`src/rtl/uic_pkg.sv`:
```
package uic_pkg;

  // register indices on the local register port
  localparam logic [2:0] UIC_ADDR_DATA        = 3'h0; // rx holding read, tx holding write
  localparam logic [2:0] UIC_ADDR_IRQ_ENABLE  = 3'h1;
  localparam logic [2:0] UIC_ADDR_STATUS_FIFO = 3'h2; // irq status read, fifo control write
  localparam logic [2:0] UIC_ADDR_LINE_CTRL   = 3'h3;
  localparam logic [2:0] UIC_ADDR_LINE_STATUS = 3'h5;
  localparam logic [2:0] UIC_ADDR_MODEM_STAT  = 3'h6;

  // reset values
  localparam logic [7:0] UIC_IRQ_ENABLE_RST = 8'h00;
  localparam logic [7:0] UIC_LINE_CTRL_RST  = 8'h00;
  localparam logic [1:0] UIC_TRIG_RST       = 2'h0;

  // field positions
  localparam int UIC_IE_RX      = 0;
  localparam int UIC_IE_TX      = 1;
  localparam int UIC_IE_LINE    = 2;
  localparam int UIC_IE_MODEM   = 3;
  localparam int UIC_IE_SLEEP   = 4;
  localparam int UIC_IE_XOFF    = 5;
  localparam int UIC_IE_RTS     = 6;
  localparam int UIC_IE_CTS     = 7;
  localparam int UIC_FC_ENABLE  = 0;
  localparam int UIC_FC_RX_RST  = 1;
  localparam int UIC_FC_TX_RST  = 2;
  localparam int UIC_FC_DMA     = 3;
  localparam int UIC_FC_TRIG_LO = 6;

  // interrupt status codes, bits 5..0
  localparam logic [5:0] UIC_CODE_LINE    = 6'h06;
  localparam logic [5:0] UIC_CODE_TIMEOUT = 6'h0C;
  localparam logic [5:0] UIC_CODE_RX      = 6'h04;
  localparam logic [5:0] UIC_CODE_TX      = 6'h02;
  localparam logic [5:0] UIC_CODE_MODEM   = 6'h00;
  localparam logic [5:0] UIC_CODE_XOFF    = 6'h10;
  localparam logic [5:0] UIC_CODE_FLOW    = 6'h20;
  localparam logic [5:0] UIC_CODE_NONE    = 6'h01;

  // receive trigger levels
  localparam logic [4:0] UIC_TRIG_1  = 5'h01;
  localparam logic [4:0] UIC_TRIG_4  = 5'h04;
  localparam logic [4:0] UIC_TRIG_8  = 5'h08;
  localparam logic [4:0] UIC_TRIG_14 = 5'h0E;

  // receive time-out: four characters plus twelve bits
  localparam logic [5:0] UIC_TO_CHARS     = 6'h04;
  localparam logic [5:0] UIC_TO_EXTRA     = 6'h0C;
  localparam logic [5:0] UIC_FRAME_EXTRA  = 6'h02; // start and one stop bit
  localparam logic [5:0] UIC_WORD_BASE    = 6'h05;

  // events from the receive datapath, one-cycle pulses
  typedef struct packed {
    logic       push;     // character written into the receive fifo
    logic       pop_err;  // character with parity, framing or break read out
    logic       overrun;  // character lost on a full fifo
    logic       xoff;     // xoff character matched
    logic       xon;      // xon character matched
    logic       special;  // special character matched
  } uic_rx_event_type;

  // enhanced feature controls
  typedef struct packed {
    logic       enhanced; // unlocks upper enable and status bits
    logic       auto_rts;
    logic       auto_cts;
  } uic_enh_type;

endpackage

```
`src/rtl/uic_irq_ctrl.sv`:
```
`timescale 1ns/1ns
module uic_irq_ctrl #(
  parameter int LEVEL_W = 5
) (
  input  wire logic                      clk,
  input  wire logic                      reset,
  input  wire logic [2:0]                reg_addr,
  input  wire logic [7:0]                reg_wdata,
  input  wire logic                      reg_wr,
  input  wire logic                      reg_rd,
  output logic      [7:0]                reg_rdata,
  input  wire logic [7:0]                rx_data,
  input  wire logic [7:0]                line_status,
  input  wire logic [7:0]                modem_status,
  input  wire logic [LEVEL_W-1:0]        rx_level,
  input  wire logic                      tx_empty,
  input  wire logic                      tx_full,
  input  wire logic                      bit_tick,
  input  wire uic_pkg::uic_rx_event_type rx_event,
  input  wire logic [3:0]                modem_change,
  input  wire uic_pkg::uic_enh_type      enh,
  input  wire logic                      rts_level,
  input  wire logic                      cts_pin,
  output logic                           irq,
  output logic                           fifo_enable,
  output logic                           rx_fifo_clear,
  output logic                           tx_fifo_clear,
  output logic                           rx_hold_read,
  output logic                           tx_hold_write,
  output logic                           dma_mode,
  output logic      [1:0]                word_len,
  output logic                           sleep_enable,
  output logic                           rx_ready_pin_n,
  output logic                           tx_ready_pin_n
);
  import uic_pkg::*;

  // trigger level decode, used by the irq and by the rx ready pin
  function automatic logic [LEVEL_W-1:0] trig_level(input logic [1:0] sel);
    logic [4:0] lvl;
    lvl = UIC_TRIG_1;
    unique case (sel)
      2'h0: lvl = UIC_TRIG_1;
      2'h1: lvl = UIC_TRIG_4;
      2'h2: lvl = UIC_TRIG_8;
      2'h3: lvl = UIC_TRIG_14;
    endcase
    return LEVEL_W'(lvl);
  endfunction

  // time-out length in bit times for a word length code
  function automatic logic [5:0] timeout_bits(input logic [1:0] wl);
    logic [5:0] frame;
    frame = UIC_WORD_BASE + {4'h0, wl} + UIC_FRAME_EXTRA;
    return 6'(frame * UIC_TO_CHARS) + UIC_TO_EXTRA;
  endfunction

  // registers
  logic [7:0]         irq_enable_reg;
  logic [7:0]         line_ctrl_reg;
  logic [1:0]         trig_sel;
  logic               line_pend;
  logic               timeout_pend;
  logic               tx_pend;
  logic               modem_pend;
  logic               xoff_pend;
  logic               special_pend;
  logic               flow_pend;
  logic [5:0]         to_count;
  logic               tx_empty_q;
  logic               tx_ie_q;
  logic               rts_q;
  logic               cts_meta;
  logic               cts_sync;
  logic               cts_q;

  // bus decode
  wire                wr_data    = reg_wr && reg_addr == UIC_ADDR_DATA;
  wire                wr_ie      = reg_wr && reg_addr == UIC_ADDR_IRQ_ENABLE;
  wire                wr_fifo    = reg_wr && reg_addr == UIC_ADDR_STATUS_FIFO;
  wire                wr_lc      = reg_wr && reg_addr == UIC_ADDR_LINE_CTRL;
  wire                rd_data    = reg_rd && reg_addr == UIC_ADDR_DATA;
  wire                rd_status  = reg_rd && reg_addr == UIC_ADDR_STATUS_FIFO;
  wire                rd_line    = reg_rd && reg_addr == UIC_ADDR_LINE_STATUS;
  wire                rd_modem   = reg_rd && reg_addr == UIC_ADDR_MODEM_STAT;
  wire                fifo_set   = wr_fifo && reg_wdata[UIC_FC_ENABLE];

  // effective enables; upper ones need enhanced mode
  wire [7:0]          ie_eff     = {irq_enable_reg[7:4] & {4{enh.enhanced}},
                                    irq_enable_reg[3:0]};

  // source conditions
  wire [LEVEL_W-1:0]  trig       = trig_level(trig_sel);
  wire                rx_nempty  = rx_level != '0;
  wire                rx_at_trig = rx_level >= trig;
  wire                rx_cond    = fifo_enable ? rx_at_trig : rx_nempty;
  wire                to_hit     = to_count >= timeout_bits(line_ctrl_reg[1:0]);
  wire                cts_rise   = cts_sync && !cts_q && enh.auto_cts;
  wire                rts_rise   = rts_level && !rts_q && enh.auto_rts;

  // enabled pending sources
  wire                act_line   = line_pend && ie_eff[UIC_IE_LINE];
  wire                act_to     = timeout_pend && ie_eff[UIC_IE_RX];
  wire                act_rx     = rx_cond && ie_eff[UIC_IE_RX];
  wire                act_tx     = tx_pend && ie_eff[UIC_IE_TX];
  wire                act_modem  = modem_pend && ie_eff[UIC_IE_MODEM];
  wire                act_xoff   = (xoff_pend || special_pend) && ie_eff[UIC_IE_XOFF];
  wire                act_flow   = flow_pend && (ie_eff[UIC_IE_RTS] || ie_eff[UIC_IE_CTS]);
  wire                any_act    = act_line || act_to || act_rx || act_tx ||
                                   act_modem || act_xoff || act_flow;

  // priority encode, highest pending source only
  wire [5:0]          isr_code   = act_line  ? UIC_CODE_LINE    :
                                   act_to    ? UIC_CODE_TIMEOUT :
                                   act_rx    ? UIC_CODE_RX      :
                                   act_tx    ? UIC_CODE_TX      :
                                   act_modem ? UIC_CODE_MODEM   :
                                   act_xoff  ? UIC_CODE_XOFF    :
                                   act_flow  ? UIC_CODE_FLOW    :
                                               UIC_CODE_NONE;
  wire [7:0]          isr_byte   = {{2{fifo_enable}}, isr_code};
  wire                isr_tx     = rd_status && isr_code == UIC_CODE_TX;
  wire                isr_xoff   = rd_status && isr_code == UIC_CODE_XOFF;

  // set and clear terms; a set in the clearing cycle wins, except the time-out, where a data read wins
  wire                set_line   = rx_event.overrun || rx_event.pop_err;
  wire                set_tx     = (tx_empty && !tx_empty_q) ||
                                   (tx_empty && irq_enable_reg[UIC_IE_TX] && !tx_ie_q);
  wire                set_modem  = |modem_change;
  wire                set_flow   = cts_rise || rts_rise;
  wire                next_line  = set_line || (line_pend && !rd_line);
  wire                next_to    = (to_hit && rx_nempty && !rx_event.push && !rd_data) ||
                                   (timeout_pend && !rd_data);
  wire                next_tx    = set_tx ||
                                   (tx_pend && !isr_tx && !wr_data);
  wire                next_modem = set_modem || (modem_pend && !rd_modem);
  wire                next_xoff  = rx_event.xoff ||
                                   (xoff_pend && !isr_xoff && !rx_event.xon);
  wire                next_spec  = rx_event.special ||
                                   (special_pend && !isr_xoff && !rx_event.push);
  wire                next_flow  = set_flow || (flow_pend && !rd_modem);

  // time-out counter: restarts on any fifo activity, holds at expiry
  wire                to_restart = rx_event.push || rd_data || !rx_nempty;
  wire [5:0]          next_count = to_restart ? 6'h00 :
                                   (bit_tick && !to_hit) ? to_count + 6'h01 : to_count;

  // read data mux
  wire [7:0]          next_rdata = rd_data   ? rx_data        :
                                   rd_status ? isr_byte       :
                                   (reg_rd && reg_addr == UIC_ADDR_IRQ_ENABLE) ? irq_enable_reg :
                                   (reg_rd && reg_addr == UIC_ADDR_LINE_CTRL)  ? line_ctrl_reg  :
                                   rd_line   ? line_status    :
                                   rd_modem  ? modem_status   : 8'h00;

  // ready pins, active low; dma mode uses trigger and room
  wire                next_rxp_n = dma_mode ? !(rx_at_trig || timeout_pend) : !rx_nempty;
  wire                next_txp_n = dma_mode ? tx_full : !tx_empty;

  // cts pin synchroniser
  always_ff @(posedge clk or posedge reset) begin
    if (reset) begin
      cts_meta <= 1'b0;
      cts_sync <= 1'b0;
    end else begin
      cts_meta <= cts_pin;
      cts_sync <= cts_meta;
    end
  end

  // software visible control registers
  always_ff @(posedge clk or posedge reset) begin
    if (reset) begin
      irq_enable_reg <= UIC_IRQ_ENABLE_RST;
      line_ctrl_reg  <= UIC_LINE_CTRL_RST;
      fifo_enable    <= 1'b0;
      dma_mode       <= 1'b0;
      trig_sel       <= UIC_TRIG_RST;
    end else begin
      if (wr_ie) begin
        irq_enable_reg <= reg_wdata;
      end
      if (wr_lc) begin
        line_ctrl_reg <= reg_wdata;
      end
      if (wr_fifo) begin
        fifo_enable <= reg_wdata[UIC_FC_ENABLE];
      end
      if (fifo_set) begin
        dma_mode <= reg_wdata[UIC_FC_DMA];
        trig_sel <= reg_wdata[UIC_FC_TRIG_LO +: 2];
      end
    end
  end

  // line status pending
  always_ff @(posedge clk or posedge reset) begin
    if (reset) begin
      line_pend <= 1'b0;
    end else begin
      line_pend <= next_line;
    end
  end

  // receive time-out pending
  always_ff @(posedge clk or posedge reset) begin
    if (reset) begin
      timeout_pend <= 1'b0;
    end else begin
      timeout_pend <= next_to;
    end
  end

  // transmit ready pending
  always_ff @(posedge clk or posedge reset) begin
    if (reset) begin
      tx_pend <= 1'b0;
    end else begin
      tx_pend <= next_tx;
    end
  end

  // modem change pending
  always_ff @(posedge clk or posedge reset) begin
    if (reset) begin
      modem_pend <= 1'b0;
    end else begin
      modem_pend <= next_modem;
    end
  end

  // xoff match pending
  always_ff @(posedge clk or posedge reset) begin
    if (reset) begin
      xoff_pend <= 1'b0;
    end else begin
      xoff_pend <= next_xoff;
    end
  end

  // special character pending
  always_ff @(posedge clk or posedge reset) begin
    if (reset) begin
      special_pend <= 1'b0;
    end else begin
      special_pend <= next_spec;
    end
  end

  // flow pin rise pending, shared by rts and cts
  always_ff @(posedge clk or posedge reset) begin
    if (reset) begin
      flow_pend <= 1'b0;
    end else begin
      flow_pend <= next_flow;
    end
  end

  // bit times since the last fifo activity
  always_ff @(posedge clk or posedge reset) begin
    if (reset) begin
      to_count <= 6'h00;
    end else begin
      to_count <= next_count;
    end
  end

  // tx empty history; starts high so an idle empty fifo gives no false edge
  always_ff @(posedge clk or posedge reset) begin
    if (reset) begin
      tx_empty_q <= 1'b1;
    end else begin
      tx_empty_q <= tx_empty;
    end
  end

  // tx enable history for enable-while-empty
  always_ff @(posedge clk or posedge reset) begin
    if (reset) begin
      tx_ie_q <= 1'b0;
    end else begin
      tx_ie_q <= irq_enable_reg[UIC_IE_TX];
    end
  end

  // rts level history
  always_ff @(posedge clk or posedge reset) begin
    if (reset) begin
      rts_q <= 1'b0;
    end else begin
      rts_q <= rts_level;
    end
  end

  // synchronised cts history
  always_ff @(posedge clk or posedge reset) begin
    if (reset) begin
      cts_q <= 1'b0;
    end else begin
      cts_q <= cts_sync;
    end
  end

  // read data and holding register pulses
  always_ff @(posedge clk or posedge reset) begin
    if (reset) begin
      reg_rdata     <= 8'h00;
      rx_hold_read  <= 1'b0;
      tx_hold_write <= 1'b0;
    end else begin
      reg_rdata     <= next_rdata;
      rx_hold_read  <= rd_data;
      tx_hold_write <= wr_data;
    end
  end

  // interrupt output
  always_ff @(posedge clk or posedge reset) begin
    if (reset) begin
      irq <= 1'b0;
    end else begin
      irq <= any_act;
    end
  end

  // fifo reset pulses, one cycle each
  always_ff @(posedge clk or posedge reset) begin
    if (reset) begin
      rx_fifo_clear <= 1'b0;
      tx_fifo_clear <= 1'b0;
    end else begin
      rx_fifo_clear <= fifo_set && reg_wdata[UIC_FC_RX_RST];
      tx_fifo_clear <= fifo_set && reg_wdata[UIC_FC_TX_RST];
    end
  end

  // word length and sleep copies
  always_ff @(posedge clk or posedge reset) begin
    if (reset) begin
      word_len     <= 2'h0;
      sleep_enable <= 1'b0;
    end else begin
      word_len     <= line_ctrl_reg[1:0];
      sleep_enable <= ie_eff[UIC_IE_SLEEP];
    end
  end

  // ready pins, idle high
  always_ff @(posedge clk or posedge reset) begin
    if (reset) begin
      rx_ready_pin_n <= 1'b1;
      tx_ready_pin_n <= 1'b1;
    end else begin
      rx_ready_pin_n <= next_rxp_n;
      tx_ready_pin_n <= next_txp_n;
    end
  end

endmodule

```
`config.mk`:
```
export PLATFORM = sky130hd
export DESIGN_NAME = uic_irq_ctrl
export DESIGN_NICKNAME = d
export VERILOG_FILES = /design/src/rtl/uic_pkg.sv /design/src/rtl/uic_irq_ctrl.sv
export SDC_FILE = /design/constraint.sdc
export NUM_CORES = 1
export LEC_CHECK = 0
export ABC_AREA = 1
export BUFFER_PORTS_ARGS = -buffer_cell sky130_fd_sc_hd__buf_2
export CORE_MARGIN = 10
export CORE_UTILIZATION = 35
export DETAILED_ROUTE_END_ITERATION = 10
export GPL_TIMING_DRIVEN = 1
export RECOVER_POWER = 25
export SLEW_MARGIN = 10
export SYNTH_ARGS = -nofsm -noshare
export SYNTH_HDL_FRONTEND = slang
export SYNTH_SLANG_ARGS = --single-unit
```
`constraint.sdc`:
```
create_clock -name clk -period 2.3 [get_ports clk]
set_input_delay 0.345 -clock clk [delete_from_list [all_inputs] [get_ports clk]]
set_output_delay 0.345 -clock clk [all_outputs]
set_load 0.02 [all_outputs]
```
== Yosys cells after proc, flatten, opt, wreduce, memory -nomap -nowiden ==
Index checks and enable logic that the tools add are counted.
Storage, ports and cells
  register bits: 57
  latch bits: 0
  RAM bits: 0
  ROM bits: 0
  input bits: 62
  word-level logic and storage cells: 150
  memories: 0
Operators by class
  $add $sub $neg: 4
  $mul: 0
  div/mod/pow operators: 0
  magnitude comparators: 2
  eq/ne operators: 10
  shift operators: 0
  multiplexer cells: 19
  bitwise gates (word level): 1
  reductions and logical operators: 85
Operators with widths (number)
  $mux 6: 9
  $mux 8: 6
  $logic_and 1x1->1: 43
  $logic_or 1x1->1: 21
  $pmux 5 s4: 1
  $logic_not 1->1: 16
  $add 6x1->6 const B: 1
  $add 6x4->6 const B: 1
  $eq 3x2->1 const B: 2
  $eq 3x3->1 const B: 2
  $eq 6x2->1 const B: 1
  $eq 6x5->1 const B: 1
  $ge 6x6->1: 1
  $ge 5x5->1: 1
  $reduce_bool 5->1: 1
  $add 3x2->4 const A: 1
  $add 4x2->4 const B: 1
  $and 4x4->4: 1
  $eq 2x2->1 const B: 2
  $reduce_or 4->1: 1
  $eq 3x1->1 const B: 1
  $logic_not 3->1: 1
  $mux 1: 3
  $eq 2x1->1 const B: 1
  other kinds (2): 2

== Logic depth before layout (Yosys ltp) ==
Gate-level depths: netlist of run 1.
  depth after elaboration: 16
  depth in mapped cells: 12
  depth with buffers taken out: 12

== Worst setup path before layout of run 1 ==
No wires, ideal clock.
  path type: register -> register
  from: register line_ctrl_reg[0]
  to: register to_count[5]
  library setup time: 0.076 ns
  data arrival time: 1.970 ns
  path slack: 0.254 ns
  stages on the path, launching flop included: 13
  period minus slack after synthesis: 2.046 ns
  cell sequence: dfrtp_1 > inv_1 > ha_1 > xor2_1 > ha_1 > inv_1 > nor2_1 > o21ai_0 > nand3_1 > o21ai_2 > buf_6 > nand4_1 > o21ai_1
On the way
  longest elaborated chain between the ends: 7
RTL lines
  start: declaration: RTL line uic_irq_ctrl.sv:60  | logic [7:0] line_ctrl_reg;
  start signal: assignment: RTL line uic_irq_ctrl.sv:184  | line_ctrl_reg <= reg_wdata;
  $add 3x2->4: RTL line uic_irq_ctrl.sv:54  | frame = UIC_WORD_BASE + {4'h0, wl} + UIC_FRAME_EXTRA;
  $add 4x2->4: RTL line uic_irq_ctrl.sv:54
  $add 6x4->6: RTL line uic_irq_ctrl.sv:55  | return 6'(frame * UIC_TO_CHARS) + UIC_TO_EXTRA;
  $ge 6x6->1: RTL line uic_irq_ctrl.sv:97  | wire to_hit = to_count >= timeout_bits(line_ctrl_reg[1:0]);
  $logic_not 1->1: RTL line uic_irq_ctrl.sv:146  | (bit_tick && !to_hit) ? to_count + 6'h01 : to_count;
  $logic_and 1x1->1: RTL line uic_irq_ctrl.sv:146
  $reduce_bool 2->1 (no line)
  end signal: assignment: RTL line uic_irq_ctrl.sv:264  | to_count <= next_count;
  end: declaration: RTL line uic_irq_ctrl.sv:69  | logic [5:0] to_count;
Every way passes these cells.
A chain may end at the register's enable or synchronous reset.

== Worst setup path after layout of run 1 ==
  from: register line_ctrl_reg[0]
  to: register to_count[1]
Same word-level chain as after synthesis.

==> results of run 1 <==
-- layout make-up --
type	instances	area share, %
Inverter	49	5.02
Timing Repair Buffer	89	13.0
Multi-Input combinational cell	231	33.3
Sequential cell	57	39.0
Tap cell	102	3.48
Clock inverter	1	0.819
Clock buffer	15	5.36
-- synthesized netlist by cell type --
master / count
buf_6: 1
o21ai_1: 7
nand3_1: 24
a221oi_1: 3
nor2_4: 2
o211ai_1: 2
a31oi_1: 1
clkbuf_1: 2
nand2_2: 1
nor2_1: 16
nand3b_1: 2
nor3_1: 1
a22o_1: 1
a21oi_1: 7
o22ai_1: 1
nor2_8: 1
inv_1: 45
nand2_1: 98
ha_1: 13
nor3_2: 1
buf_2: 1
nor4_1: 1
xor2_1: 5
or2_2: 1
nor2_2: 3
a211o_1: 1
o21ai_2: 1
dfrtp_1: 54
inv_2: 4
o21ai_0: 25
dfstp_2: 3
nand4_1: 11
o21bai_1: 2
-- metrics by stage --
step / power [mW] / setup WS [ps] / std cells
after global placement: 1.84 / 218 / 524
after detailed placement: 1.86 / 82.3 / 524
final: 2.91 / 159 / 544
after global routing: 3.09 / 2.03 / 544
after CTS: 2.91 / 54.7 / 540
after floorplan: 1.63 / 254 / 341
-- how the worst max path moves through the flow --
stage / start / to / slack (ps) / cells past startpoint
3_5_place_dp: line_ctrl_reg[1] / to_count[5] / 80 / 12
3_3_place_gp: line_ctrl_reg[1] / to_count[2] / 220 / 12
6_report: line_ctrl_reg[0] / to_count[1] / 160 / 11
2_1_floorplan: line_ctrl_reg[0] / to_count[5] / 250 / 12
4_1_cts: line_ctrl_reg[1] / to_count[3] / 50 / 12
5_1_grt: line_ctrl_reg[0] / to_count[2] / 2 / 12
-- power by group --
group,switching [mW],total (mW),internal (mW)
Sequential,0.0928,1.23,1.14
Clock,0.392,1.04,0.649
Combinational,0.383,0.634,0.251
Total,0.867,2.91,2.04
-- routing by layer --
metal	routed length (um)	vias up	track usage (%)
li1	-	1298	-
met1	3700	1183	16.5
met2	3970	70	21.7
met3	460	7	4.43
met4	76	0	2.68
met5	0	-	0
-- logic make-up (layout without fill, tap and decap cells) --
| logic type | count (synthesis) | after routing | share of synthesized area (%) |
|---|---|---|---|
| XOR/XNOR | 5 | 5 | 1.53 |
| buffers and inverters | 53 | 154 | 7.26 |
| AND/OR/NAND/NOR | 162 | 162 | 25.4 |
| adder cells (fa/ha/maj) | 13 | 13 | 5.68 |
| AO/OA/AOI/OAI | 51 | 51 | 10.1 |
| flip-flops | 57 | 57 | 50.0 |
-- critical path, stage by stage (launching register included) --
cell and delay (ps):
dfrtp_1 340, inv_1 60, ha_1 300, xor2_1 150, ha_1 310, inv_1 70, nor2_1 40, o21ai_1 110
nand3_1 130, o21ai_2 260, buf_2 200, o21ai_1 70
-- what timing repair did --
item,CTS,global route
gates resized for setup,0,3
endpoints found under the setup margin,0,5
setup buffers,0,3
endpoints found under the hold margin,0,0
==> run metrics, run 1 <==
Final HPWL DP=6480 um; Avg Cell Area, Syn=8.39 um2; number of global-route vias before repair=approximately 2.6k; Net Count, Synth=416; antenna violations before repair=0; DR iter-0 viols=136; cell area after layout=about 3700 um2; H-tree Lvls=3; final wirelength=around 8200 um; CP Launch Type=flop; P&R area growth vs syn=28.2%; clk_lat worst skew=330 ps; run status=finished, final reports clean; CP Capture Type=flop; Synth Instances=341; GPL Wtd Cong=0.845; critical-path maximum fanout=5; antenna viol nets, final=0; setup_tns=0 ps; Slew HR=roughly a quarter; via count=2558; synth warn=0; Synth area leader=dfrtp_1; Die Y=110 um; Synth top area share=a little under half; first-pass iteration count of the detailed router=4; R2R Setup Slk=about 160 ps; Least-Margin Pin Slew=1150 ps; core box area=7850 um2; Achievable Freq=0.467 GHz; clk slew on worst S/H paths=roughly 70 ps; CTS tree=yes; CP arrival=2360 ps; flops & latches, synth=57; Max-Cap Viols=0; final clock skew=between 6 and 7 ps; worst hold start=cts_pin; leakage=1.98 nW; setup violators final=0; # IOs=82; fillers=840; Cell Area, Placed=between 3000 and 4000 um2; Die Footprint=12200 um2; top area cells in the synthesized netlist=dfrtp_1 (47%), nand2_1 (13%), inv_1 (5.9%); Chip Width=110 um; clock sink count=57; largest net degree at the start of global routing=31; Seq/Total Area, Yosys=50.0%; clock root cell=clkbuf_8; Sequential Area=1430 um2; minimum clock period=2140 ps; CP Class=reg -> reg; worst r2r src=line_ctrl_reg[0]; drc violations=0; Initial Util=36.5%; cells on worst reg2reg path=11; # nets final=about 510; hold path depth=1; share of layout cells above drive strength 1=about 27%; Final Hold Fails=0; post-synth cell types=33; Mapped Area=2860 um2; worst reg2reg path endpoint=to_count[1]; commonest cells after routing, fill and taps aside=nand2_1 (98), buf_2 (81), dfrtp_1 (54); antenna cells=0; commonest non-fill, non-tap cell in the layout=nand2_1; number of cell rows=32; Slew Limit Fails=0; Hold Buf Count CTS=0; clock buffer depth=2; Final Util=46.7%; minimum hold slack=about 110 ps; Required @ worst endpoint=2520 ps; CTS Buf Count=9; RSZ-0062 raised after global routing=no; multi-input logic area=1220 um2; first-pass GRT wire length=around 13000 um; Avg WL per Cell=15.1 um; PortBufs=81; Worst Hold Path EP=cts_meta; maximum vdd drop=approximately 0.35 mV; Pwr Density=793 nW/um2; Vias/cell=4.70; total global routing track utilization=a little over an eighth; worst min path class=in -> reg; grt ovf=0; final period utilization=93.1%
No activity file was read; power rests on OpenSTA's default activity.
==> run 2, diff against run 1 <==
--- a/config.mk
+++ b/config.mk
@@ -9,6 +9,7 @@
 export BUFFER_PORTS_ARGS = -buffer_cell sky130_fd_sc_hd__buf_2
 export CORE_MARGIN = 10
 export CORE_UTILIZATION = 35
+export CTS_BUF_LIST = sky130_fd_sc_hd__clkbuf_4
 export DETAILED_ROUTE_END_ITERATION = 10
 export GPL_TIMING_DRIVEN = 1
 export RECOVER_POWER = 25
==> run metrics, run 2 (synthesis results as in run 1) <==
minimum hold slack=just under 40 ps; PortBufs=a little over 80; max layer used=met4; clock root cell=clkbuf_4; share of layout cells above drive strength 1=a little over a quarter; CP cell instances=inv_1 -> ha_1 -> xor2_1 -> ha_1 -> inv_1 -> nor2_1 -> o21ai_1 -> nand3_1 -> o21ai_2 -> buf_6 -> nand3b_1 -> o21ai_1; Achievable Freq=0.468 GHz; clk slew on worst S/H paths=100 ps; drc violations=0; cell-internal power=1.71 mW; Avg WL per Cell=between 15 and 20 um; via count=between 2k and 3k; core box area=7850 um2; final period utilization=92.9%; Worst setup startpoint=line_ctrl_reg[0]; CTS Buf Count=9; switching share of total power=32.7%; clock buffer depth=2; run status=finished, final reports clean; slowest stage delay, CP=350 ps; final wirelength=~8200 um; DR WL met3=411 um; Max-Cap Viols=0; CP Capture Type=flop; commonest cells after routing, fill and taps aside=nand2_1 (98), buf_2 (81), dfrtp_1 (54); Worst setup endpoint=to_count[3]; Final Hold Fails=0; Die Y=110 um; Setup WS pre-CTS=about 82 ps; Logic pwr share=24.8%; NetSw=roughly 0.83 mW; commonest non-fill, non-tap cell in the layout=nand2_1; worst r2r src=line_ctrl_reg[0]; largest net degree at the start of global routing=31; minimum clock period=2140 ps; Slew Limit Fails=0; antenna viol nets, final=0; # nets final=512; final clock skew=12.1 ps; total global routing track utilization=13.3%; antenna violations before repair=0; cells on worst reg2reg path=12; CP Launch Type=flop; # IOs=82; setup violators final=0; number of cell rows=32; Die Footprint=approximately 12000 um2; setup_tns=0 ps; Final Util=45.4%; CP bufs+invs=3; first-pass iteration count of the detailed router=4; antenna cells=0; clock sink count=57; Chip Width=approximately 110 um; DR iter-0 viols=between 100 and 150; fillers=approximately 850; leakage=1.93 nW; maximum vdd drop=0.310 mV; Vias/cell=between 4 and 5; grt ovf=0; P&R area growth vs syn=24.6%; Power, Total=2.55 mW; R2R Setup Slk=about 160 ps; CP arrival=2460 ps; Initial Util=36.5%; number of global-route vias before repair=2643; Metal-1 WL=3690 um; CTS tree=yes; Placed Instances=524; cell area after layout=between 3000 and 4000 um2; Flop pwr share=approximately half; WL met2=3940 um; Setup WS post-layout=163 ps; clk_lat worst skew=400 ps; Pwr Density=just over 700 nW/um2; Required @ worst endpoint=2630 ps; Clock Power Share=between 20% and 30%; cell depth of the worst setup path=12; first-pass GRT wire length=between 10000 and 15000 um; GPL Wtd Cong=around 0.85; CP max stage cell=dfrtp_1; Least-Margin Pin Slew=1140 ps; Non-Filler Instances=544; worst reg2reg path endpoint=to_count[3]; CP Class=reg -> reg; H-tree Lvls=3; Final HPWL DP=6480 um; critical-path maximum fanout=5; Cell Area, Placed=approximately 3400 um2; Largest delay share family, worst path=adder cells; Slew HR=24.2%; worst min path class=in -> reg
## run 2: metal layers
metal | vias to the layer above | track usage (%)
met5 | - | 0
met1 | 1187 | 16.5
met4 | 0 | 4.23
li1 | 1301 | -
met3 | 11 | 3.51
met2 | 82 | 21.8
## run 2: worst min path at each step
| stage | cells past startpoint | start | end | slack (ps) |
|---|---|---|---|---|
| 6_report | 1 | cts_pin | cts_meta | 40 |
| 5_1_grt | 1 | cts_pin | cts_meta | 20 |
| 4_1_cts | 2 | reset | to_count[3] | 20 |
| 3_5_place_dp | 0 | cts_meta | cts_sync | 340 |
| 3_3_place_gp | 0 | cts_meta | cts_sync | 330 |
| 2_1_floorplan | 0 | cts_meta | cts_sync | 330 |
## run 2: area by class of cell
class,instances,area (um2),area share [%]
sequential,57,1430,40.1
multi-input combinational,231,1220,34.3
timing repair buffer,89,478,13.4
inverter,49,184,5.16
tap,102,128,3.58
clock buffer,10,75.1,2.11
clock inverter,6,48.8,1.37
## run 2: worst reg2reg max path: stages (launching register included)
cell	delay, ps
dfrtp_1	350
inv_1	60
ha_1	300
xor2_1	150
ha_1	310
inv_1	70
nor2_1	40
o21ai_1	110
nand3_1	130
o21ai_2	250
buf_6	150
nand3b_1	70
o21ai_1	80
## run 2: power by group through the flow
stage | clock (mW) | sequential [mW] | combinational, mW
finish | 0.684 | 1.23 | 0.632
global route | 0.754 | 1.25 | 0.729
CTS | 0.705 | 1.23 | 0.615
detailed placement | 0 | 1.25 | 0.614
global placement | 0 | 1.25 | 0.590
floorplan | 0 | 1.28 | 0.350
## run 2: what timing repair did
action | 4_1_cts | 5_1_grt
setup buffers | 0 | 3
resized for setup | 0 | 3
endpoints found under the setup margin | 0 | 5
hold buffers | 0 | 0
